==> config.mk <==
export PLATFORM = sky130hd
export DESIGN_NAME = igr_gain_ctrl
export DESIGN_NICKNAME = d
export VERILOG_FILES = /design/src/igr_pkg.sv /design/src/igr_exp_delay.sv /design/src/igr_gain_ctrl.sv
export SDC_FILE = /design/constraint.sdc
export NUM_CORES = 1
export LEC_CHECK = 0
export BUFFER_PORTS_ARGS = -buffer_cell sky130_fd_sc_hd__clkbuf_2
export CAP_MARGIN = 10
export CORE_MARGIN = 8
export CORE_UTILIZATION = 45
export CTS_CLUSTER_DIAMETER = 150
export CTS_CLUSTER_SIZE = 25
export DETAILED_ROUTE_END_ITERATION = 6
export PLACE_DENSITY_LB_ADDON = 0.15
export SLEW_MARGIN = 5
export SYNTH_ARGS = -nofsm -noshare
export SYNTH_HDL_FRONTEND = slang
export SYNTH_SLANG_ARGS = --single-unit
==> constraint.sdc <==
create_clock -name pclk -period 4.8 [get_ports pclk]
set_input_delay 0.96 -clock pclk [delete_from_list [all_inputs] [get_ports pclk]]
set_output_delay 0.96 -clock pclk [all_outputs]
set_load 0.05 [all_outputs]
==> src/igr_pkg.sv <==
/*
 * igr_pkg: constants for the input gain-ranging control block.
 * Assumes a 32-bit APB master with byte addresses on an 8-bit paddr.
 */
package igr_pkg;
    localparam int          NPORT        = 2;
    localparam int          MANT_W       = 16;
    localparam int          CODE_W       = 3;
    localparam int          THR_W        = 10;
    localparam int          DWELL_W      = 20;
    localparam int          DLY_W        = 6;
    localparam int          DEPTH        = 64;
    localparam int          ADDR_W       = 8;

    localparam logic [7:0]  ADDR_CTRL    = 8'h00;
    localparam logic [7:0]  ADDR_STATUS  = 8'h04;
    localparam logic [3:0]  PAGE_PORT_A  = 4'h1;
    localparam logic [3:0]  PAGE_PORT_B  = 4'h2;
    localparam logic [3:0]  OFS_UPPER    = 4'h0;
    localparam logic [3:0]  OFS_LOWER    = 4'h4;
    localparam logic [3:0]  OFS_DWELL    = 4'h8;
    localparam logic [3:0]  OFS_DELAY    = 4'hC;

    localparam int          CTRL_EN_A    = 0;
    localparam int          CTRL_EN_B    = 1;
    localparam int          CTRL_CPLX    = 2;
    localparam int          ST_CODE_B    = 3;
    localparam int          ST_BUSY_A    = 6;
    localparam int          ST_BUSY_B    = 7;
    localparam int          ST_DWELL_A   = 8;
    localparam int          ST_DWELL_B   = 9;

    localparam logic [2:0]  RST_CTRL     = 3'h0;
    localparam logic [9:0]  RST_UPPER    = 10'h3FF;
    localparam logic [9:0]  RST_LOWER    = 10'h000;
    localparam logic [19:0] RST_DWELL    = 20'h00001;
    localparam logic [5:0]  RST_DELAY    = 6'h00;
    localparam logic [2:0]  CODE_MIN     = 3'h0;
    localparam logic [2:0]  CODE_MAX     = 3'h7;
endpackage : igr_pkg

==> src/igr_exp_delay.sv <==
/*
 * igr_exp_delay: circular store of gain codes, read back a programmable
 * number of sample advances later. Runs on pclk; adv is a one-cycle pulse.
 */
`timescale 1ns/100ps
`default_nettype none
module igr_exp_delay
    import igr_pkg::*;
(
    input  wire logic              clk,      // system clock
    input  wire logic              rst_n,    // async reset, active low
    input  wire logic              adv,      // one sample taken
    input  wire logic [CODE_W-1:0] wr_code,  // code to store
    input  wire logic [DLY_W-1:0]  dly,      // delay in samples
    output logic      [CODE_W-1:0] rd_code   // delayed code, registered
);
    typedef struct packed {
        logic [DEPTH-1:0][CODE_W-1:0] mem;
        logic [DLY_W-1:0]             wp;
        logic [CODE_W-1:0]            rd;
    } igr_dly_s;

    igr_dly_s s_q;
    igr_dly_s s_d;

    always_comb
    begin
        s_d = s_q;
        if (adv)
        begin
            s_d.mem[s_q.wp] = wr_code;
            s_d.wp          = s_q.wp + 6'h01;
            // zero delay must bypass, the slot is being overwritten
            s_d.rd = (dly == RST_DELAY) ? wr_code : s_q.mem[s_q.wp - dly];
        end
    end

    always_ff @(posedge clk or negedge rst_n)
    begin
        if (!rst_n)
            s_q <= '0;
        else
            s_q <= s_d;
    end

    assign rd_code = s_q.rd;
endmodule : igr_exp_delay
`default_nettype wire

==> src/igr_gain_ctrl.sv <==
/*
 * igr_gain_ctrl: gain-ranging control and relinearization for input
 * ports A and B, with an APB register slave.
 * Assumes sample clocks and data come from pins (synchronised here) and
 * that the external tristate wire is resolved from the oe outputs.
 */
// Function
// - enable bit per port turns exponent pins into gain-code outputs, else inputs.
// - after reset all exponent pins are inputs, never driven.
// - magnitude above upper threshold lowers gain code by one at once.
// - magnitude below lower threshold loads the dwell counter from 20-bit value.
// - dwell counts down per sample while below; at one gain rises.
// - rising above lower threshold cancels pending rise, comparison restarts.
// - each code step attenuates incoming data 6.02 dB, one right shift.
// - programmable 6-bit sample delay between gain code and relinearizing exponent.
// - gain changes requested while relinearization delay runs are ignored.
// - thresholds compare against top ten bits of absolute sample magnitude.
// - on enabling, gain code starts at 000 before normal operation.
// - complex pairing shuts port B logic; its exponent follows port A.
// - exponent is unsigned binary, mantissa is twos complement.
`timescale 1ns/100ps
`default_nettype none
module igr_gain_ctrl
    import igr_pkg::*;
(
    input  wire logic              pclk,                        // 200 MHz
    input  wire logic              presetn,                     // async, low
    input  wire logic              psel,                        // apb select
    input  wire logic              penable,                     // apb enable
    input  wire logic              pwrite,                      // apb write
    input  wire logic [ADDR_W-1:0] paddr,                       // byte address
    input  wire logic [31:0]       pwdata,                      // write data
    output logic      [31:0]       prdata,                      // read data
    output logic                   pready,                      // apb ready
    output logic                   pslverr,                     // unmapped
    input  wire logic              port_a_sample_clock,         // port a clock
    input  wire logic [MANT_W-1:0] port_a_data,                 // port a mantissa
    input  wire logic [CODE_W-1:0] port_a_exponent_gain_pins_in,  // pin level
    output logic      [CODE_W-1:0] port_a_exponent_gain_pins_out, // gain code
    output logic                   port_a_exponent_gain_pins_oe,  // drive
    input  wire logic              port_b_sample_clock,         // port b clock
    input  wire logic [MANT_W-1:0] port_b_data,                 // port b mantissa
    input  wire logic [CODE_W-1:0] port_b_exponent_gain_pins_in,  // pin level
    output logic      [CODE_W-1:0] port_b_exponent_gain_pins_out, // gain code
    output logic                   port_b_exponent_gain_pins_oe,  // drive
    output logic      [MANT_W-1:0] port_a_relin_data,           // scaled data
    output logic                   port_a_relin_valid,          // one per sample
    output logic      [MANT_W-1:0] port_b_relin_data,           // scaled data
    output logic                   port_b_relin_valid           // one per sample
);
    typedef struct packed {
        logic [NPORT-1:0]                    ck_s1;
        logic [NPORT-1:0]                    ck_s2;
        logic [NPORT-1:0]                    ck_s3;
        logic [NPORT-1:0][MANT_W-1:0]        dat_s1;
        logic [NPORT-1:0][MANT_W-1:0]        dat_s2;
        logic [NPORT-1:0][CODE_W-1:0]        exp_s1;
        logic [NPORT-1:0][CODE_W-1:0]        exp_s2;
        logic [NPORT-1:0]                    en_prev;
        logic [NPORT-1:0]                    oe;
        logic [NPORT-1:0][CODE_W-1:0]        code;
        logic [NPORT-1:0][DWELL_W-1:0]       dwell;
        logic [NPORT-1:0][DLY_W-1:0]         busy;
        logic [NPORT-1:0][MANT_W-1:0]        relin;
        logic [NPORT-1:0]                    vld;
        logic [2:0]                          ctrl;
        logic [NPORT-1:0][THR_W-1:0]         upper;
        logic [NPORT-1:0][THR_W-1:0]         lower;
        logic [NPORT-1:0][DWELL_W-1:0]       dwell_val;
        logic [NPORT-1:0][DLY_W-1:0]         dly;
        logic                                pready;
        logic                                pslverr;
        logic [31:0]                         prdata;
    } igr_state_s;

    igr_state_s                   st_q;
    igr_state_s                   st_d;
    logic [NPORT-1:0]             en_eff;
    logic [NPORT-1:0]             stb;
    logic [NPORT-1:0][CODE_W-1:0] dly_code;
    logic [NPORT-1:0][CODE_W-1:0] exp_eff;
    logic [NPORT-1:0][THR_W-1:0]  mag;
    logic                         hit;
    logic [31:0]                  rdata;
    logic                         port_sel;

    // top ten bits of |x|; -32768 clips to full scale so abs never wraps
    function automatic logic [THR_W-1:0] mag10(input logic [MANT_W-1:0] d);
        logic [MANT_W-1:0] a;
        a = d[MANT_W-1] ? (~d + 16'h0001) : d;
        if (a[MANT_W-1])
            a = 16'h7FFF;
        return a[MANT_W-2:MANT_W-2-THR_W+1];
    endfunction : mag10

    assign en_eff[0] = st_q.ctrl[CTRL_EN_A];
    assign en_eff[1] = st_q.ctrl[CTRL_EN_B] & ~st_q.ctrl[CTRL_CPLX];

    genvar g;
    generate
        for (g = 0; g < NPORT; g++)
        begin : g_port
            assign stb[g] = st_q.ck_s2[g] & ~st_q.ck_s3[g];
            assign mag[g] = mag10(st_q.dat_s2[g]);
            igr_exp_delay u_delay (
                .clk     (pclk),
                .rst_n   (presetn),
                .adv     (stb[g]),
                .wr_code (st_q.code[g]),
                .dly     (st_q.dly[g]),
                .rd_code (dly_code[g])
            );
        end
    endgenerate

    // relinearizing exponent: delayed own code, pin input, or port a's in pairing
    assign exp_eff[0] = en_eff[0] ? dly_code[0] : st_q.exp_s2[0];
    assign exp_eff[1] = st_q.ctrl[CTRL_CPLX] ? exp_eff[0]
                      : (en_eff[1] ? dly_code[1] : st_q.exp_s2[1]);

    // register decode
    always_comb
    begin
        hit      = 1'b1;
        rdata    = 32'h0000_0000;
        port_sel = (paddr[7:4] == PAGE_PORT_B);
        if (paddr == ADDR_CTRL)
            rdata[2:0] = st_q.ctrl;
        else if (paddr == ADDR_STATUS)
        begin
            rdata[CODE_W-1:0]                 = st_q.code[0];
            rdata[ST_CODE_B+CODE_W-1:ST_CODE_B] = st_q.code[1];
            rdata[ST_BUSY_A]                  = (st_q.busy[0] != RST_DELAY);
            rdata[ST_BUSY_B]                  = (st_q.busy[1] != RST_DELAY);
            rdata[ST_DWELL_A]                 = (st_q.dwell[0] != 20'h00000);
            rdata[ST_DWELL_B]                 = (st_q.dwell[1] != 20'h00000);
        end
        else if ((paddr[7:4] == PAGE_PORT_A || port_sel) && paddr[3:0] == OFS_UPPER)
            rdata[THR_W-1:0] = st_q.upper[port_sel];
        else if ((paddr[7:4] == PAGE_PORT_A || port_sel) && paddr[3:0] == OFS_LOWER)
            rdata[THR_W-1:0] = st_q.lower[port_sel];
        else if ((paddr[7:4] == PAGE_PORT_A || port_sel) && paddr[3:0] == OFS_DWELL)
            rdata[DWELL_W-1:0] = st_q.dwell_val[port_sel];
        else if ((paddr[7:4] == PAGE_PORT_A || port_sel) && paddr[3:0] == OFS_DELAY)
            rdata[DLY_W-1:0] = st_q.dly[port_sel];
        else
            hit = 1'b0;
    end

    always_comb
    begin
        st_d         = st_q;
        st_d.pready  = 1'b0;
        st_d.pslverr = 1'b0;
        st_d.ck_s1   = {port_b_sample_clock, port_a_sample_clock};
        st_d.ck_s2   = st_q.ck_s1;
        st_d.ck_s3   = st_q.ck_s2;
        st_d.dat_s1  = {port_b_data, port_a_data};
        st_d.dat_s2  = st_q.dat_s1;
        st_d.exp_s1  = {port_b_exponent_gain_pins_in, port_a_exponent_gain_pins_in};
        st_d.exp_s2  = st_q.exp_s1;

        // one wait state: answer prepared in the first access cycle
        if (psel && penable && !st_q.pready)
        begin
            st_d.pready  = 1'b1;
            st_d.prdata  = rdata;
            st_d.pslverr = ~hit;
        end
        // status is read-only; its offset would otherwise alias port a's lower threshold
        if (psel && penable && st_q.pready && pwrite && hit && paddr != ADDR_STATUS)
        begin
            if (paddr == ADDR_CTRL)
                st_d.ctrl = pwdata[2:0];
            else if (paddr[3:0] == OFS_UPPER)
                st_d.upper[port_sel] = pwdata[THR_W-1:0];
            else if (paddr[3:0] == OFS_LOWER)
                st_d.lower[port_sel] = pwdata[THR_W-1:0];
            else if (paddr[3:0] == OFS_DWELL)
                st_d.dwell_val[port_sel] = pwdata[DWELL_W-1:0];
            else if (paddr[3:0] == OFS_DELAY)
                st_d.dly[port_sel] = pwdata[DLY_W-1:0];
        end

        for (int p = 0; p < NPORT; p++)
        begin
            st_d.oe[p]      = en_eff[p];
            st_d.en_prev[p] = en_eff[p];
            st_d.vld[p]     = stb[p];
            // code, dwell and busy are cleared while disabled and in the first enabled cycle
            if (!en_eff[p] || !st_q.en_prev[p])
            begin
                st_d.code[p]  = CODE_MIN;
                st_d.dwell[p] = 20'h00000;
                st_d.busy[p]  = RST_DELAY;
            end
            else if (stb[p])
            begin
                if (st_q.busy[p] != RST_DELAY)
                    st_d.busy[p] = st_q.busy[p] - 6'h01;
                if (mag[p] > st_q.upper[p])
                begin
                    st_d.dwell[p] = 20'h00000;
                    // no dwell on the way down: overflow is the worse failure
                    if (st_q.busy[p] == RST_DELAY && st_q.code[p] != CODE_MIN)
                    begin
                        st_d.code[p] = st_q.code[p] - 3'h1;
                        st_d.busy[p] = st_q.dly[p];
                    end
                end
                else if (mag[p] < st_q.lower[p])
                begin
                    if (st_q.dwell[p] == 20'h00000)
                        // zero dwell behaves as one sample
                        st_d.dwell[p] = (st_q.dwell_val[p] == 20'h00000) ? RST_DWELL
                                      : st_q.dwell_val[p];
                    else if (st_q.dwell[p] == RST_DWELL)
                    begin
                        st_d.dwell[p] = 20'h00000;
                        if (st_q.busy[p] == RST_DELAY && st_q.code[p] != CODE_MAX)
                        begin
                            st_d.code[p] = st_q.code[p] + 3'h1;
                            st_d.busy[p] = st_q.dly[p];
                        end
                    end
                    else
                        st_d.dwell[p] = st_q.dwell[p] - 20'h00001;
                end
                else
                    st_d.dwell[p] = 20'h00000;
            end
            if (stb[p])
                st_d.relin[p] = MANT_W'($signed(st_q.dat_s2[p]) >>> exp_eff[p]);
        end
    end

    always_ff @(posedge pclk or negedge presetn)
    begin
        if (!presetn)
        begin
            st_q           <= '0;
            st_q.ctrl      <= RST_CTRL;
            st_q.upper     <= {RST_UPPER, RST_UPPER};
            st_q.lower     <= {RST_LOWER, RST_LOWER};
            st_q.dwell_val <= {RST_DWELL, RST_DWELL};
            st_q.dly       <= {RST_DELAY, RST_DELAY};
        end
        else
            st_q <= st_d;
    end

    assign prdata                        = st_q.prdata;
    assign pready                        = st_q.pready;
    assign pslverr                       = st_q.pslverr;
    assign port_a_exponent_gain_pins_out = st_q.code[0];
    assign port_a_exponent_gain_pins_oe  = st_q.oe[0];
    assign port_b_exponent_gain_pins_out = st_q.code[1];
    assign port_b_exponent_gain_pins_oe  = st_q.oe[1];
    assign port_a_relin_data             = st_q.relin[0];
    assign port_a_relin_valid            = st_q.vld[0];
    assign port_b_relin_data             = st_q.relin[1];
    assign port_b_relin_valid            = st_q.vld[1];
endmodule : igr_gain_ctrl
`default_nettype wire

# ---- Word level (Yosys, flattened, before mapping)
# Index checks and enable logic that the tools add are counted.
dict set report totals {
  mem_bits_ro 0
  mem_count 0
  register_bits 695
  elab_cells 380
  latchBits 0
  in_bits 85
  ramBits 0
  out_inout_bits 76
}
dict set report op_classes {
  mux 103
  n_shift 2
  reduce_logical 56
  div 0
  eq_ne 15
  add_sub_neg 14
  bitwise_logic 13
  order_cmp 12
  n_mul 0
}
# op n
set op_table {}
lappend op_table {{$bwmux W192} 2}
lappend op_table {{$mux W20} 17}
lappend op_table {{$mux W6} 23}
lappend op_table {{$mux W10} 11}
lappend op_table {{$logic_not A20 Y1} 4}
lappend op_table {{$mux W3} 26}
lappend op_table {{$bwmux W20} 2}
lappend op_table {{$bwmux W40} 1}
lappend op_table {{$eq A20 B1 Y1 const B} 2}
lappend op_table {{$reduce_bool A20 Y1} 2}
lappend op_table {{$sub A20 B1 Y20 const B} 2}
lappend op_table {{$bmux W3 S6} 2}
lappend op_table {{$demux W3 S6} 2}
lappend op_table {{$mux W34} 1}
lappend op_table {{$add A16 B1 Y16 const B} 2}
lappend op_table {{$mux W16} 2}
lappend op_table {{$not A16 Y16} 2}
lappend op_table {{$sshr A16 B3 Y16} 2}
lappend op_table {{$mux W15} 2}
lappend op_table {{$lt A6 B7 Y1 const B} 4}
lappend op_table {{$logic_not A6 Y1} 4}
lappend op_table {{$reduce_bool A3 Y1} 8}
lappend op_table {{$demux W20 S1} 1}
lappend op_table {{$gt A10 B10 Y1} 2}
lappend op_table {{37 further kinds} 89}

# ---- Logic depth before layout (Yosys ltp)
dict set report depth {
  ltp_word 12
  ltp_mapped 19
  ltp_nobuf 18
}

# ---- By module
# Synthesis repeated with hierarchy kept, for this count alone.
dict set report unflattened {
  hier_cells 2960
  area_unflattened_um2 35267.6
}
# mod area_each_um2 cells_per_inst n_inst
set modules_own_cells {}
lappend modules_own_cells {igr_gain_ctrl 15766.4 1569 1}
lappend modules_own_cells {{igr_exp_delay (g_port[1].u_delay)} 9790.6 707 1}
lappend modules_own_cells {{igr_exp_delay (g_port[0].u_delay)} 9710.6 684 1}

# ---- Least setup slack after synthesis
# Ideal clock, no wire load.
dict set report synth_timing {
  path_kind {reg-to-reg}
  start {register st_q[258] (netlist name)}
  end {register st_q, in the netlist port_b_exponent_gain_pins_out[2]}
  setup_ns 0.080
  path_buffers 1
  t_arrival_ns 4.304
  path_stages_with_launch 20
  required_time_ns 4.720
  slack_ns 0.417
  synth_period_minus_slack_ns 4.383
  cell_sequence {dfrtp_1 clkbuf_1 nor4_1 nand3b_1 nor3_1 nand2b_1 o21ai_0 xor2_1 nand2_1 ha_1 a21o_1 a21oi_1 nor4b_1 or2_2 inv_1 fa_1 nor4_1 a41oi_1 or3_1 a21oi_1}
}
dict set report synth_between {
  elab_chain_len 8
  elab_cells_between_ends 15
  cone_classes {1 x add/sub; 2 x order compare; 2 x eq/ne; 5 x mux; 1 x bitwise; 4 x reduce/logical}
}
# item line_no
set synth_lines {}
lappend synth_lines {{start: declaration} igr_gain_ctrl.sv:76} ;# igr_state_s st_q;
lappend synth_lines {{start signal: assignment} igr_gain_ctrl.sv:249} ;# st_q <= st_d;
lappend synth_lines {{$not A16 Y16} igr_gain_ctrl.sv:90} ;# a = d[MANT_W-1] ? (~d + 16'h0001) : d;
lappend synth_lines {{$add A16 B1 Y16} igr_gain_ctrl.sv:90}
lappend synth_lines {{$mux W16 *} igr_gain_ctrl.sv:90}
lappend synth_lines {{$mux W15 *} igr_gain_ctrl.sv:91} ;# if (a[MANT_W-1])
lappend synth_lines {{parallel branches: the longest is 4 deep, another holds $gt A10 B10 Y1} -}
# Mark *: on every way between the ends. The select of a mux whose other input is x is not followed.
# A chain may end at the register's enable or synchronous reset.

# ---- Final worst setup path
dict set report layout_timing {
  start {register st_q[267] (netlist name)}
  end {register st_q, in the netlist port_b_exponent_gain_pins_out[2]}
}
# The elaborated chain is that of the path after synthesis.

==> results by group <==
Yosys
  • Ys flop type: dfrtp_1
  • FFs w/ async S/R, synth: 100%
  • Post-synth EDFFs: 0
  • Warnings, synthesis: 0
  • Register area share after synthesis: 49.7%
  • Register bit total from synthesis: 695
  • Syn avg cell area: about 12 um^2
  • Syn Inst Count: around 2.9k
  • Post-Syn Area: 35000 um^2
  • Post-synth cell types: 94

Pwr
  • PD cells: around 320 nW/um^2
  • Maximum VDD drop: 0.304 mV
  • Leak: around 17 nW

Floorplan
  • Die Area: 87000 um^2
  • Initial core utilization: 45.4%
  • Area of the core: roughly 77000 um^2
  • Die width: around 300 um
  • Die Height: 295 um
  • I/O Pins: 161
  • Rows: approximately 100

Timing
  • Final hold vios: 0
  • Tcrit/Tclk final: between 90% and 100%
  • Final WS setup: 324 ps
  • Worst-Margin Slew: 1140 ps
  • Slew HR: 23.7%
  • Setup-failing EPs final: 0
  • Layout Skew: 17.7 ps
  • Minimum clock period: ~4500 ps
  • Pins over their slew limit: 0
  • Fmax: 0.223 GHz

Place
  • DP Wirelength: between 60000 and 70000 um
  • Placed instance area: 36500 um^2
  • I/O Buffers: 136
  • Pre-CTS setup slack: approximately 170 ps
  • GPL Wtd Cong: 0.903
  • Inst Count DP: 3898

Clock network
  • Clk slew on worst S/H paths: about 110 ps
  • H-Tree Depth: 1
  • Root Driver: clkbuf_16
  • CTS tree: built
  • Worst skew pair latency: approximately 640 ps
  • Max clock buf depth: 3
  • CTS buffer count: 31
  • Post-CTS Setup Repair Bufs: 0
  • Clock sinks: 695

Setup path
  • Worst endpoint data arrival time: approximately 5000 ps
  • Worst setup SP type: flip-flop
  • Required time of the critical path: 5360 ps
  • Nature of the critical path endpoint: flip-flop
  • Max FO, Critical Path: 7
  • Worst setup path class: reg -> reg

GRT
  • Total track usage: 20.1%
  • Global-route wire length before repair: 140000 um
  • Initial antenna violation count: 0
  • Total grt overflow: 0
  • Vias in the first global route: 24.1k
  • Pin count of the biggest net entering global routing: around 130

Routing
  • Vias post-DR: ~23k
  • Drc violations: 0
  • Router iterations before antenna repair: 5
  • Routed Antenna Nets: 0
  • Detailed Route WL: 89200 um
  • DR iter-0 viols: approximately 1.4k
  • Via/cell ratio: 5.78
  • WL per Instance: 22.5 um

Flow run
  • Max_cap viols: 0

Layout
  • Post-route cell area: roughly 37000 um^2
  • Ant diodes: 0
  • Area of the multi-input gates: around 16000 um^2
  • Commonest non-fill, non-tap cell in the layout: dfrtp_1
  • Nets@finish: 3040
  • Layout cells sized above 1: 30.1%
  • Final-layout fill cell count: 6837
  • Commonest cells after routing, fill and taps aside: dfrtp_1, mux2_2, nand2_1
  • Non-filler cells in the finished layout: roughly 4.0k
  • Synth-to-layout area growth: 6.78%
  • Storage element area: 17400 um^2

Status
  • Status: finished clean

Hold path
  • HP Class: in -> async
## routing by layer
| layer | vias to the layer above | track usage [%] | share of wire, % |
|---|---|---|---|
| li1 | 10400 | - | - |
| met1 | 11900 | 27.2 | 44 |
| met2 | 470 | 34.3 | 49 |
| met3 | 148 | 1.92 | 3.8 |
| met4 | 0 | 6.28 | 3.2 |
| met5 | - | 0 | 0 |
## stage by stage
stage / total power, mW / setup TNS, ps / hold WS (ps) / util [%]
2_1_floorplan: 8.15 / 0 / 331 / -
3_3_place_gp: 8.99 / 0 / 334 / 47.3
3_5_place_dp: 9.04 / 0 / 335 / 47.3
4_1_cts: 12.1 / 0 / 320 / 48.4
5_1_grt: 12.6 / -78.6 / 337 / 48.4
6_report: 12.0 / 0 / 312 / 48.4
## registers in the layout (all words and copies together), names as in the netlist, 3 cells and up
| signal | cells |
|---|---|
| prdata | 20 |
| port_b_relin_data | 16 |
| port_b_exponent_gain_pins_out | 3 |
| st_d | 42 |
| g_port.u_delay.rd_code | 6 |
| g_port.u_delay.s_q | 396 |
| st_q | 186 |
| port_a_exponent_gain_pins_out | 3 |
| port_a_relin_data | 16 |
## cells by family (layout without fill, tap and decap cells)
family          after synthesis  after routing  synth area share [%]
xor+xnor                     39             39                 0.975
flops                       695            695                  49.7
simple gates                693            693                  9.56
other cells                   1             12                0.0107
buf+inv                     301            326                  4.14
compound gates              381            381                  7.24
mux                         705            705                  26.0
fa+ha+maj                    64             64                  2.37
## Yosys cell counts (40+ instances only)
cell type,count,area (um^2)
buf_4,77,578
mux2i_1,100,1000
nor2_1,178,668
clkbuf_1,121,454
dfrtp_1,673,16800
mux2_2,450,5070
a21oi_1,92,460
o21ai_0,84,420
nor3_1,45,225
mux2_1,40,450
mux4_2,114,2570
inv_1,74,278
ha_1,60,751
nand2_1,262,983
## worst max-delay path, stage by stage (launching register included)
cell,delay [ps]
dfrtp_1,460
or4_1,590
nor2_1,140
or4b_2,660
nand2_1,130
ha_1,240
a21o_1,180
a21oi_1,160
nor4b_1,300
or2_2,200
inv_1,50
fa_1,390
nor4_1,310
a41oi_1,90
or3_1,340
a21oi_1,160
## final timing paths
check	slack, ps	to	startpoint	cells after the start
hold reg to reg	350	st_q[249]	st_d[249]	0
setup / recovery	320	port_b_exponent_gain_pins_out[2]	st_q[267]	15
min in group pclk	350	st_q[249]	st_d[249]	0
setup reg to reg	320	port_b_exponent_gain_pins_out[2]	st_q[267]	15
hold / removal	310	st_q[81]	presetn	1
max in group asynchronous	3320	g_port[0].u_delay.s_q[93]	presetn	2
## power breakdown
part / leakage [nW] / total [mW] / switching [mW] / internal [mW]
combinational: 7.63 / 2.70 / 1.70 / 1.00
clock: 0.412 / 3.09 / 1.86 / 1.23
sequential: 9.32 / 6.20 / 0.217 / 5.98
## final cells by class
| cell class | count | share of cell area [%] |
|---|---|---|
| Clock buffer | 56 | 2.32 |
| Tap cell | 1040 | 3.48 |
| Multi-Input combinational cell | 1894 | 43.6 |
| Timing Repair Buffer | 195 | 3.26 |
| Sequential cell | 695 | 46.6 |
| Clock inverter | 1 | 0.0201 |
| Inverter | 74 | 0.743 |
## repair_timing
action	4_1_cts	5_1_grt
hold buffers	0	0
setup endpoints to repair	0	17
resized for setup	0	6
hold endpoints to repair	0	0
No activity file was read; power rests on OpenSTA's default activity.
